==> config.mk <==
export PLATFORM = sky130hd
export DESIGN_NAME = sdh_err_seq
export DESIGN_NICKNAME = d
export VERILOG_FILES = /design/src/sdh_pkg.sv /design/src/sdh_tmr_if.sv /design/src/sdh_tmr.sv /design/src/sdh_err_seq.sv
export VERILOG_INCLUDE_DIRS = /design/src
export SDC_FILE = /design/constraint.sdc
export NUM_CORES = 1
export LEC_CHECK = 0
export BUFFER_PORTS_ARGS = -buffer_cell sky130_fd_sc_hd__buf_2
export CORE_ASPECT_RATIO = 1.1
export CORE_MARGIN = 1.5
export CORE_UTILIZATION = 55
export DETAILED_ROUTE_END_ITERATION = 12
export PLACE_DENSITY = 0.81
export SYNTH_ARGS = -nofsm -noshare
export SYNTH_HDL_FRONTEND = slang
export SYNTH_SLANG_ARGS = --single-unit
export TNS_END_PERCENT = 100
==> constraint.sdc <==
create_clock -name clk -period 3 [get_ports clk]
set_input_delay 0.45 -clock clk [delete_from_list [all_inputs] [get_ports clk]]
set_output_delay 0.45 -clock clk [all_outputs]
set_load 0.02 [all_outputs]
==> src/sdh_map.svh <==
`ifndef SDH_MAP_SVH
`define SDH_MAP_SVH
// ----------------------------------------
// Command indices
// ----------------------------------------
`define SDH_CMD_SET_DSR   6'h04
`define SDH_CMD_STOP      6'h0C
`define SDH_CMD_STATUS    6'h0D
`define SDH_CMD_WR_COUNT  6'h16
`define SDH_CMD_GEN       6'h38
// ----------------------------------------
// Timing
// ----------------------------------------
`define SDH_CLK_HZ        50000000
`define SDH_RSP_TO_CYC    64
`define SDH_RD_TO_MS      100
`define SDH_WR_TO_MS      1000
`define SDH_RD_TO_CLK     ((`SDH_CLK_HZ / 1000) * `SDH_RD_TO_MS)
`define SDH_WR_TO_CLK     ((`SDH_CLK_HZ / 1000) * `SDH_WR_TO_MS)
`define SDH_TMR_W         26
`endif

==> src/sdh_pkg.sv <==
package sdh_pkg;
  typedef enum logic [2:0] {S_IDLE, S_ISSUE, S_WRSP, S_WDAT} sdh_state_t;
  typedef enum logic [2:0] {P_MAIN, P_STOP, P_STAT, P_APP, P_CNT} sdh_phase_t;
  typedef enum logic [2:0] {E_NONE, E_RETRY, E_RECOV, E_PROTO, E_EXEC} sdh_err_t;
  typedef enum logic [2:0] {
    X_NONE, X_RETRY_EXH, X_PROTO, X_EXEC, X_UNSUP, X_PARTIAL
  } sdh_exc_t;
endpackage : sdh_pkg

==> src/sdh_tmr_if.sv <==
`timescale 1ns/1ps
`default_nettype none
interface sdh_tmr_if #(parameter int W = 26);
  logic         run;
  logic         clr;
  logic         tick;
  logic [W-1:0] limit;
  logic         expired;
  modport ctl (output run, clr, tick, limit, input expired);
  modport tmr (input run, clr, tick, limit, output expired);
endinterface : sdh_tmr_if
`default_nettype wire

==> src/sdh_tmr.sv <==
`timescale 1ns/1ps
`default_nettype none
module sdh_tmr #(
  parameter int W = 26
) (
  // Clock and reset
  input  wire logic clk,
  input  wire logic nrst,
  // Control
  sdh_tmr_if.tmr    t
);
  logic [W-1:0] cnt_r;
  logic [W-1:0] cnt_nxt;

  // Saturates at the limit so a late answer cannot wrap into a fresh window
  always_comb
  begin
    cnt_nxt = cnt_r;
    if (t.clr || !t.run)
      cnt_nxt = '0;
    else if (t.tick && cnt_r != t.limit)
      cnt_nxt = cnt_r + {{(W-1){1'b0}}, 1'b1};
  end

  always_ff @(posedge clk)
  begin
    if (!nrst)
      cnt_r <= '0;
    else
      cnt_r <= cnt_nxt;
  end

  // Not gated by clr: clr follows the state change that expiry itself causes
  assign t.expired = t.run && (cnt_r == t.limit);
endmodule // sdh_tmr
`default_nettype wire

==> src/sdh_err_seq.sv <==
`timescale 1ns/1ps
`default_nettype none
`include "sdh_map.svh"
module sdh_err_seq
  import sdh_pkg::*;
#(
  parameter int          RETRY_LIMIT = 3,
  parameter logic [5:0]  APP_CMD     = 6'h37,
  parameter int          RD_TO_CLK   = `SDH_RD_TO_CLK,
  parameter int          WR_TO_CLK   = `SDH_WR_TO_CLK
) (
  // Clock and reset
  input  wire logic        clk,
  input  wire logic        nrst,
  // User request
  input  wire logic        req_valid,
  output logic             req_ready,
  input  wire logic [5:0]  req_idx,
  input  wire logic [31:0] req_arg,
  input  wire logic        req_data,
  input  wire logic        req_multi,
  input  wire logic        req_write,
  input  wire logic [31:0] req_blocks,
  // User result
  output logic             done,
  output logic             exc_valid,
  output sdh_exc_t         exc_code,
  output logic [31:0]      wr_count,
  // Command engine
  output logic             cmd_valid,
  input  wire logic        cmd_ready,
  output logic [5:0]       cmd_idx,
  output logic [31:0]      cmd_arg,
  input  wire logic        sd_tick,
  // Response classification
  input  wire logic        rsp_valid,
  input  wire logic        rsp_crc_bad,
  input  wire logic        rsp_gen_err,
  input  wire logic        rsp_proto_err,
  input  wire logic        rsp_exec_err,
  // Data engine
  input  wire logic        dat_done,
  input  wire logic        dat_err,
  input  wire logic [31:0] dat_word
);
  localparam int CW = $clog2(RETRY_LIMIT + 1);
  localparam logic [CW-1:0] LIM = CW'(RETRY_LIMIT);
  localparam logic [CW-1:0] ONE = CW'(1);

  // Limits beyond the timer width would wrap to a shorter value and expire too early
  if (RETRY_LIMIT < 1 || RD_TO_CLK < 1 || WR_TO_CLK < 1 ||
      RD_TO_CLK >= 2**`SDH_TMR_W || WR_TO_CLK >= 2**`SDH_TMR_W)
  begin : g_bad_param
    $error("sdh_err_seq: unsupported parameter value");
  end

  // ----------------------------------------
  // State
  // ----------------------------------------
  sdh_state_t       st_r, st_nxt;
  sdh_phase_t       ph_r, ph_nxt;
  sdh_err_t         err_r, err_nxt;
  sdh_exc_t         code_r, code_nxt;
  logic [5:0]       idx_r, idx_nxt, m_idx_r, m_idx_nxt;
  logic [31:0]      arg_r, arg_nxt, m_arg_r, m_arg_nxt;
  logic [31:0]      blk_r, blk_nxt, cnt_r, cnt_nxt;
  logic             data_r, data_nxt, multi_r, multi_nxt, wr_r, wr_nxt;
  logic             dfail_r, dfail_nxt, done_r, done_nxt, exc_r, exc_nxt;
  logic [CW-1:0]    retry_r, retry_nxt;

  sdh_tmr_if #(.W(`SDH_TMR_W)) tif ();

  sdh_tmr #(.W(`SDH_TMR_W)) sdh_tmr_inst (
    .clk  (clk),
    .nrst (nrst),
    .t    (tif.tmr)
  );

  // Card command 4 and 56 are absent on this card
  function automatic logic unsup(input logic [5:0] i);
    return (i == `SDH_CMD_SET_DSR) || (i == `SDH_CMD_GEN);
  endfunction

  // ----------------------------------------
  // Timer control
  // ----------------------------------------
  assign tif.run   = (st_r == S_WRSP) || (st_r == S_WDAT);
  assign tif.clr   = (st_r != st_nxt);
  assign tif.tick  = (st_r == S_WRSP) ? sd_tick : 1'b1;
  assign tif.limit = (st_r == S_WRSP) ? `SDH_TMR_W'(`SDH_RSP_TO_CYC) :
                     wr_r ? `SDH_TMR_W'(WR_TO_CLK) : `SDH_TMR_W'(RD_TO_CLK);

  assign req_ready = (st_r == S_IDLE);
  assign cmd_valid = (st_r == S_ISSUE);
  assign cmd_idx   = idx_r;
  assign cmd_arg   = arg_r;
  assign done      = done_r;
  assign exc_valid = exc_r;
  assign exc_code  = code_r;
  assign wr_count  = cnt_r;

  // ----------------------------------------
  // Sequencer
  // ----------------------------------------
  always_comb
  begin : seq
    logic go_exc;
    logic go_issue;
    logic go_done;
    sdh_exc_t xc;
    go_exc = 1'b0;
    go_issue = 1'b0;
    go_done = 1'b0;
    xc = X_NONE;
    st_nxt = st_r;
    ph_nxt = ph_r;
    err_nxt = err_r;
    code_nxt = code_r;
    idx_nxt = idx_r;
    arg_nxt = arg_r;
    m_idx_nxt = m_idx_r;
    m_arg_nxt = m_arg_r;
    blk_nxt = blk_r;
    cnt_nxt = cnt_r;
    data_nxt = data_r;
    multi_nxt = multi_r;
    wr_nxt = wr_r;
    dfail_nxt = dfail_r;
    retry_nxt = retry_r;
    done_nxt = 1'b0;
    exc_nxt = 1'b0;
    case (st_r)
      S_IDLE:
      begin
        if (req_valid && unsup(req_idx))
        begin
          go_exc = 1'b1;
          xc = X_UNSUP;
        end
        else if (req_valid)
        begin
          m_idx_nxt = req_idx;
          m_arg_nxt = req_arg;
          data_nxt = req_data;
          multi_nxt = req_multi;
          wr_nxt = req_write;
          blk_nxt = req_blocks;
          err_nxt = E_NONE;
          dfail_nxt = 1'b0;
          ph_nxt = P_MAIN;
          idx_nxt = req_idx;
          arg_nxt = req_arg;
          st_nxt = S_ISSUE;
        end
      end
      S_ISSUE:
        if (cmd_ready)
          st_nxt = S_WRSP;
      S_WRSP:
      begin
        if (ph_r == P_MAIN && (rsp_valid || tif.expired))
        begin
          if (!rsp_valid || rsp_crc_bad)
            err_nxt = E_RETRY;
          else if (rsp_proto_err)
            err_nxt = E_PROTO;
          else if (rsp_gen_err)
            err_nxt = E_RECOV;
          else if (rsp_exec_err)
            err_nxt = E_EXEC;
          if ((!rsp_valid || rsp_crc_bad || rsp_proto_err || rsp_gen_err || rsp_exec_err))
          begin
            ph_nxt = P_STAT;
            idx_nxt = `SDH_CMD_STATUS;
            arg_nxt = '0;
            st_nxt = S_ISSUE;
          end
          else if (data_r)
            st_nxt = S_WDAT;
          else
            go_done = 1'b1;
        end
        else if (rsp_valid || tif.expired)
        begin
          // Follow-up answers are not judged; a stale error was cleared by status
          case (ph_r)
            P_STOP:
              if (err_r == E_NONE && !dfail_r)
                go_done = 1'b1;
              else
              begin
                ph_nxt = P_STAT;
                idx_nxt = `SDH_CMD_STATUS;
                arg_nxt = '0;
                st_nxt = S_ISSUE;
              end
            P_STAT:
              if (dfail_r && multi_r && wr_r)
              begin
                ph_nxt = P_APP;
                idx_nxt = APP_CMD;
                arg_nxt = '0;
                st_nxt = S_ISSUE;
              end
              else if (err_r == E_PROTO)
              begin
                go_exc = 1'b1;
                xc = X_PROTO;
              end
              else if (err_r == E_EXEC)
              begin
                go_exc = 1'b1;
                xc = X_EXEC;
              end
              else if (retry_r == LIM)
              begin
                go_exc = 1'b1;
                xc = X_RETRY_EXH;
              end
              else
                go_issue = 1'b1;
            P_APP:
            begin
              ph_nxt = P_CNT;
              idx_nxt = `SDH_CMD_WR_COUNT;
              arg_nxt = '0;
              st_nxt = S_ISSUE;
            end
            default:
              st_nxt = rsp_valid ? S_WDAT : S_IDLE;
          endcase
          if (ph_r == P_CNT && !rsp_valid)
          begin
            go_exc = 1'b1;
            xc = X_PARTIAL;
          end
        end
      end
      S_WDAT:
      begin
        if (ph_r == P_CNT && (dat_done || tif.expired))
        begin
          cnt_nxt = dat_done ? dat_word : '0;
          if (!dat_done || dat_err || dat_word < blk_r)
          begin
            go_exc = 1'b1;
            xc = X_PARTIAL;
          end
          else
            go_done = 1'b1;
        end
        else if (dat_done || tif.expired)
        begin
          dfail_nxt = !dat_done || dat_err;
          if (!dat_done || dat_err)
            err_nxt = E_RECOV;
          arg_nxt = '0;
          st_nxt = S_ISSUE;
          if (multi_r)
          begin
            ph_nxt = P_STOP;
            idx_nxt = `SDH_CMD_STOP;
          end
          else if (!dat_done || dat_err)
          begin
            ph_nxt = P_STAT;
            idx_nxt = `SDH_CMD_STATUS;
          end
          else
          begin
            st_nxt = S_IDLE;
            go_done = 1'b1;
          end
        end
      end
      default:
        st_nxt = S_IDLE;
    endcase
    if (go_issue)
    begin
      retry_nxt = retry_r + ONE;
      ph_nxt = P_MAIN;
      idx_nxt = m_idx_r;
      arg_nxt = m_arg_r;
      err_nxt = E_NONE;
      dfail_nxt = 1'b0;
      st_nxt = S_ISSUE;
    end
    if (go_done || go_exc)
    begin
      retry_nxt = '0;
      st_nxt = S_IDLE;
      done_nxt = go_done;
      exc_nxt = go_exc;
      code_nxt = go_exc ? xc : X_NONE;
    end
  end

  always_ff @(posedge clk)
  begin
    if (!nrst)
    begin
      st_r <= S_IDLE;
      ph_r <= P_MAIN;
      err_r <= E_NONE;
      code_r <= X_NONE;
      idx_r <= '0;
      arg_r <= '0;
      m_idx_r <= '0;
      m_arg_r <= '0;
      blk_r <= '0;
      cnt_r <= '0;
      data_r <= 1'b0;
      multi_r <= 1'b0;
      wr_r <= 1'b0;
      dfail_r <= 1'b0;
      retry_r <= '0;
      done_r <= 1'b0;
      exc_r <= 1'b0;
    end
    else
    begin
      st_r <= st_nxt;
      ph_r <= ph_nxt;
      err_r <= err_nxt;
      code_r <= code_nxt;
      idx_r <= idx_nxt;
      arg_r <= arg_nxt;
      m_idx_r <= m_idx_nxt;
      m_arg_r <= m_arg_nxt;
      blk_r <= blk_nxt;
      cnt_r <= cnt_nxt;
      data_r <= data_nxt;
      multi_r <= multi_nxt;
      wr_r <= wr_nxt;
      dfail_r <= dfail_nxt;
      retry_r <= retry_nxt;
      done_r <= done_nxt;
      exc_r <= exc_nxt;
    end
  end

  // ----------------------------------------
  // Assertions
  // ----------------------------------------
  property p_unsup_rej;
    @(posedge clk) disable iff (!nrst)
    req_ready && req_valid && unsup(req_idx) |=> exc_valid && exc_code == X_UNSUP && !cmd_valid;
  endproperty
  a_unsup_rej: assert property (p_unsup_rej) else $error("unsupported command not refused");

  property p_never_unsup;
    @(posedge clk) disable iff (!nrst) cmd_valid |-> !unsup(cmd_idx);
  endproperty
  a_never_unsup: assert property (p_never_unsup) else $error("unsupported command issued");

  property p_rsp_to;
    @(posedge clk) disable iff (!nrst)
    st_r == S_WRSP && ph_r == P_MAIN && !rsp_valid && tif.expired
    |=> cmd_valid && cmd_idx == `SDH_CMD_STATUS && err_r == E_RETRY;
  endproperty
  a_rsp_to: assert property (p_rsp_to) else $error("response timeout not handled");

  property p_proto;
    @(posedge clk) disable iff (!nrst)
    st_r == S_WRSP && ph_r == P_MAIN && rsp_valid && !rsp_crc_bad && rsp_proto_err
    |=> err_r == E_PROTO && cmd_idx == `SDH_CMD_STATUS;
  endproperty
  a_proto: assert property (p_proto) else $error("protocol error not classed");

  property p_gen;
    @(posedge clk) disable iff (!nrst)
    st_r == S_WRSP && ph_r == P_MAIN && rsp_valid && !rsp_crc_bad && !rsp_proto_err && rsp_gen_err
    |=> err_r == E_RECOV;
  endproperty
  a_gen: assert property (p_gen) else $error("general error not recovered");

  property p_limit;
    @(posedge clk) disable iff (!nrst)
    exc_valid && exc_code == X_RETRY_EXH |-> $past(retry_r) == LIM;
  endproperty
  a_limit: assert property (p_limit) else $error("retry exhaustion at wrong count");

  property p_clr;
    @(posedge clk) disable iff (!nrst) done || exc_valid |-> retry_r == '0;
  endproperty
  a_clr: assert property (p_clr) else $error("retry count not cleared");

  property p_stop;
    @(posedge clk) disable iff (!nrst)
    st_r == S_WDAT && ph_r == P_MAIN && multi_r && (tif.expired || (dat_done && dat_err))
    |=> cmd_valid && cmd_idx == `SDH_CMD_STOP ##1 dfail_r;
  endproperty
  a_stop: assert property (p_stop) else $error("stop not sent after data failure");

  property p_busy;
    @(posedge clk) disable iff (!nrst)
    st_r == S_WRSP && ph_r == P_MAIN &&
    ((!rsp_valid && tif.expired) ||
     (rsp_valid && (rsp_crc_bad || rsp_proto_err || rsp_gen_err || rsp_exec_err)))
    |=> cmd_valid && cmd_idx == `SDH_CMD_STATUS && !req_ready;
  endproperty
  a_busy: assert property (p_busy) else $error("request taken during error handling");

  c_retry: cover property (@(posedge clk) disable iff (!nrst)
    err_r == E_RETRY ##[1:200] cmd_valid && ph_r == P_MAIN);
  c_exh: cover property (@(posedge clk) disable iff (!nrst) exc_valid && exc_code == X_RETRY_EXH);
  c_cnt: cover property (@(posedge clk) disable iff (!nrst) ph_r == P_CNT && dat_done);
endmodule // sdh_err_seq
`default_nettype wire

==> flow_summary.yaml, run 1 <==
die:
  fp.dieH_um: 137
  ios: 194
  rows: 48
  dieArea_mm2: 0.0170
  initial_utilization: 0.566
  fp.dieW_um: 125
  core_area_mm2: 0.0158
drt:
  dr_total_vias: 8449
  wl_um: 23000
  detail_route.wl_per_cell_um: 15.6
  viasPerCell: 5.72
  first_pass_iters: 5
  ant_nets: 0
  drc_errors: 0
  drtIter0Drc: 586
clocking:
  post_cts_buffers: 0
  cts_root_buf: "clkbuf_16"
  clkTransAtPathRegs_ps: 80
  cts.sink_count: 186
  cts_resized: 0
  cts_buffer_depth: 2
  cts_buffers: 17
  cts_tree: "done"
  clkLatencyLatePin_ps: 430
  htreeDepth: 4
  postCtsHoldBufs: 0
cells_and_area:
  fin_area_mm2: 0.0108
  nets: 1414
  layout-drive-gt1-share: 0.234
  area_growth_pct: 20.4
timing:
  fin_crit_sh: 0.912
  maxSlewHeadroom: 0.572
  min_period_ps: 2740
  setup-tns-final_ps: 0
  fmax_mhz: 366
  finClkSkew_ps: 9.87
  rsz0062_at_grt: "no"
  finalMaxSlewViolations: 0
  setup_viol: 0
  hold_viol: 0
  worst_slew_pin_slew_ps: 641
logic_synthesis:
  syn-cell-area_mm2: 0.00893
  synth_enable_flop_cells: 0
  syn_inst: 1083
  post_synth_num_cell_types: 72
  ys_warn_count: 0
  synth_nets: 1234
  ys_seq_area_frac: 0.417
  async_flop_share: 0
  yosys_register_bits: 186
  ys.flop_type: "dfxtp_1"
  avgSynthCellArea_um2: 8.25
status:
  run_status: "complete, no violations"
power:
  p_total_w: 0.00543
  peakVddDrop_uv: 419
  power_leakage_nw: 4.39
  p_per_area_mw_per_mm2: 505
critical_path:
  slowest_delay_ps: 500
  crit_slowest_cell: "dfxtp_1"
  reg2reg_slack_ps: 260
  required_ps: 3360
  crit_path_cell_trace: "nand4_1 > or4b_1 > nand3_1 > a31oi_2 > o21ai_2 > buf_4 > nand3_4 > or3_1 > a21oi_1"
  startpoint_type: "register"
  worstPathMaxFanout: 10
  crit_arrival_ps: 3090
  critical_path_class: "reg -> reg"
  setup.worst_path.end_class: "register"
global_routing:
  grt_pass1_wl_um: 38100
  antenna_found_initial: 1
  grt_use_total: 0.274
  grt_max_degree: 74
  grt_pass1_vias: 8000
  gr-total-overflow: 0
placement:
  dpl.hpwl_um: 16200
  globalplace.congestion: 1.03
  placed_cell_area_mm2: 0.0102
  port_buffers: 193
flow_run:
  max_cap_violations: 0
worst_hold_path:
  hold_class: "in -> reg"
## kinds of logic after synthesis
group / share of synthesized area
simple gates: 0.238
compound gates: 0.211
flops: 0.417
buf+inv: 0.0552
fa+ha+maj: 0.0476
xor+xnor: 0.0255
mux: 0.00560
other cells: 0.000420
## cell usage after synthesis (15+ instances only)
master    count  area (µm²)
inv_1        42         158
a21oi_1      79         395
clkbuf_1     47         176
nand3_1      55         275
o21ai_0      15        75.1
a21boi_0     53         398
nand2_1     229         860
nand4_1      18         113
ha_1         34         425
a211oi_2     17         213
dfxtp_1     186        3720
a22oi_1      36         270
nor2_1       81         304
## metal layers
metal | global-route usage | wire length, µm | vias up
met3 | 0.0536 | 1750 | 39
met4 | 0.0958 | 439 | 0
li1 | - | - | 4127
met2 | 0.459 | 10800 | 338
met5 | 0 | 0 | -
met1 | 0.354 | 9960 | 3945
## sequential cells by signal, summed over array words and instances, names as in the netlist, 2 cells and up
name,count
blk_r,32
cmd_arg,32
cmd_idx,6
err_r,3
exc_code,3
m_arg_r,32
m_idx_r,6
ph_r,3
retry_r,2
sdh_tmr_inst.cnt_r,26
st_r,3
wr_count,32
## power breakdown
part	internal (W)	switching, W
clock	0.00118	0.00104
sequential	0.00255	0.0000485
combinational	0.000247	0.000353
total	0.00398	0.00145
## path summary, 6_finish.rpt
kind	startpoint	to	cells after the start
hold / removal	req_arg[2]	m_arg_r[2]	3
hold reg to reg	wr_count[31]	wr_count[31]	2
setup reg to reg	wr_r	cmd_idx[5]	9
setup / recovery	wr_r	cmd_idx[5]	9
## layout by cell type (no fill, tap or decap), types with 5 or more instances in the layout
cell       netlist  final
nor3_1          12     12
a22oi_1         36     36
xor2_1          12     12
buf_2            5    193
or3_1            8      8
dfxtp_1        186    186
mux2i_1          5      5
a21oi_1         79     79
a21boi_0        53     53
nand4_1         18     18
clkbuf_16        0     17
nand3_1         55     55
xnor2_1         14     14
nor3b_1          6      6
inv_1           42     42
ha_1            34     34
nand2_1        229    228
a211oi_2        17     17
inv_6            0      5
nor2_1          81     81
nor4_1           7      7
buf_4            7     31
and3_1           9      8
o21ai_0         15     15
o211a_1         13     13
a211oi_1         8      8
buf_12           0      5
## critical path: cells and delay by family (launching register included)
family | cells | cell delay [ps]
buffers and inverters | 1 | 180
DFF | 1 | 500
and+or+nand+nor | 5 | 1370
AOI/OAI and AO/OA | 3 | 610
## per-stage QoR
step | setup WS [ps] | hold WS [ps] | utilization | std cells
detailed placement | 138 | 445 | 0.644 | 1444
finish | 265 | 261 | 0.681 | 1477
CTS | 294 | 243 | 0.680 | 1476
global route | 93.7 | 258 | 0.680 | 1476
global placement | 219 | 434 | 0.644 | 1444
floorplan | 553 | 436 | - | 1083
## cell type report
type	instances	area [µm²]
Clock inverter	14	154
Multi-Input combinational cell	785	4730
Clock buffer	18	429
Antenna cell	1	2.50
Sequential cell	186	3720
Timing Repair Buffer	229	1300
Tap cell	200	250
Fill cell	1304	5040
Inverter	44	165
Note: power is estimated with default switching activity, not from simulation.
==> run 2, diff against run 1 <==
--- a/config.mk
+++ b/config.mk
@@ -11,7 +11,9 @@
 export CORE_MARGIN = 1.5
 export CORE_UTILIZATION = 55
 export DETAILED_ROUTE_END_ITERATION = 12
+export MAX_ROUTING_LAYER = met4
 export PLACE_DENSITY = 0.81
+export SKIP_LAST_GASP = 1
 export SYNTH_ARGS = -nofsm -noshare
 export SYNTH_HDL_FRONTEND = slang
 export SYNTH_SLANG_ARGS = --single-unit
==> flow_summary.yaml, run 2 (synthesized netlist as in run 1, its figures left out) <==
status:
  run_status: "complete, no violations"
timing:
  min_period_ps: 2770
  setup-tns-final_ps: 0
  setup_viol: 0
  fin_ws_ps: 228
  finClkSkew_ps: 11.6
  fmax_mhz: 361
  maxSlewHeadroom: 0.541
  worst_slew_pin_slew_ps: 687
  rsz0062_at_grt: "no"
  finalMaxSlewViolations: 0
  fin_crit_sh: 0.924
  hold_viol: 0
global_routing:
  gr-total-overflow: 0
  antenna_found_initial: 1
  grt_max_degree: 70
  grt_use_total: 0.283
  grt_pass1_vias: 7803
  grt_pass1_wl_um: 38200
critical_path:
  cp_top_family: "simple AND/OR/NAND/NOR gates"
  required_ps: 3360
  reg2reg_slack_ps: 230
  startpoint_type: "register"
  cp.buffers_inverters: 1
  crit_path_cell_trace: "nor3b_2 > or4b_1 > nand3_1 > a31oi_2 > o21ai_2 > buf_4 > nand3_4 > or3_1 > a21oi_1"
  r2r-start: "st_r[2]"
  cp_num_cells: 9
  timing.rr.end: "cmd_idx[5]"
  crit_arrival_ps: 3140
  setup.worst_path.end_class: "register"
  reg2regPathDepth: 9
  worstPathMaxFanout: 10
  critical_path_class: "reg -> reg"
  crit_slowest_cell: "or4b_1"
  slowest_delay_ps: 550
drt:
  first_pass_iters: 6
  ant_nets: 0
  dr_total_vias: 8343
  viasPerCell: 5.66
  detail_route.wl_per_cell_um: 15.7
  drtIter0Drc: 560
  drc_errors: 0
  wl_um: 23200
placement:
  placed_cell_area_mm2: 0.0101
  dp_slack_ps: 119
  dpl.hpwl_um: 16400
  port_buffers: 193
  place_inst: 1442
  globalplace.congestion: 1.05
cells_and_area:
  nets: 1412
  fin_area_mm2: 0.0108
  regArea_mm2: 0.00372
  fillCellCount: 1350
  finalNonFillerCells: 1475
  final_cell_mix: "228 x nand2_1, 193 x buf_2, 186 x dfxtp_1"
  layout_commonest_cell: "nand2_1"
  layout-drive-gt1-share: 0.235
  multi_input_area_mm2: 0.00473
  area_growth_pct: 20.4
power:
  power_leakage_nw: 4.39
  peakVddDrop_uv: 397
  p_total_w: 0.00547
  p_per_area_mw_per_mm2: 509
worst_hold_path:
  min-delay-start: "req_data"
  hold_end: "data_r"
  min_delay_path_depth: 3
  hold_class: "in -> reg"
die:
  initial_utilization: 0.566
  dieArea_mm2: 0.0170
  fp.dieW_um: 125
  fp.dieH_um: 137
  ios: 194
  core_area_mm2: 0.0158
  rows: 48
clocking:
  clkTransAtPathRegs_ps: 70
  cts_root_buf: "clkbuf_16"
  htreeDepth: 4
  cts_buffers: 17
  clkLatencyLatePin_ps: 440
  cts.sink_count: 186
  cts_buffer_depth: 2
  cts_tree: "done"
flow_run:
  max_cap_violations: 0
-- run 2: cell count changes in the layout (fill, tap and decap cells not counted) --
| cell | before | now |
|---|---|---|
| nor4_1 | 7 | 6 |
| inv_6 | 5 | 3 |
| nor4_2 | 0 | 1 |
| buf_4 | 31 | 29 |
| clkbuf_1 | 1 | 0 |
| inv_8 | 2 | 5 |
| clkinv_8 | 1 | 0 |
| clkbuf_8 | 0 | 1 |
-- run 2: cell type report --
type | instances | area share
multi-input combinational | 785 | 0.440
antenna | 1 | 0.000233
sequential | 186 | 0.346
tap | 200 | 0.0233
timing repair buffer | 227 | 0.119
inverter | 44 | 0.0154
clock inverter | 14 | 0.0143
clock buffer | 18 | 0.0408
-- run 2: power breakdown --
group          switching [W]  internal (W)  leakage [nW]
sequential         0.0000483       0.00255          1.51
combinational       0.000352      0.000247          2.59
clock                0.00106       0.00121         0.287
total                0.00146       0.00401          4.39
-- run 2: how the worst max path moves through the flow --
stage,startpoint,endpoint
floorplan,rsp_gen_err,sdh_tmr_inst.cnt_r[24]
global placement,dat_word[13],exc_code[1]
detailed placement,dat_word[13],st_r[0]
CTS,sdh_tmr_inst.cnt_r[12],cmd_arg[18]
global route,sdh_tmr_inst.cnt_r[0],cmd_arg[17]
finish,st_r[2],cmd_idx[5]
-- run 2: metal layers --
metal  wire length (µm)  part of all wire  GRT usage
met5                  0                 0          -
met4                529             0.023      0.101
met3               1660             0.071     0.0536
met2              11000              0.47      0.457
met1              10000              0.43      0.356
-- run 2: metrics by stage --
stage	utilization	hold slack, ps
2_1_floorplan	-	436
3_3_place_gp	0.643	434
3_5_place_dp	0.643	440
4_1_cts	0.680	232
5_1_grt	0.681	252
6_report	0.681	251
-- run 2: worst reg2reg max path, cell delays in order, from the launching register on --
cell and delay, ps:
dfxtp_1 450, nor3b_2 130, or4b_1 550, nand3_1 230
a31oi_2 210, o21ai_2 270, buf_4 170, nand3_4 140
or3_1 410, a21oi_1 140
-- run 2: what timing repair did --
action                     CTS  global route
setup buffers                0             0
gates resized for setup      0             1
hold buffers                 0             0
setup endpoints to repair    0             1
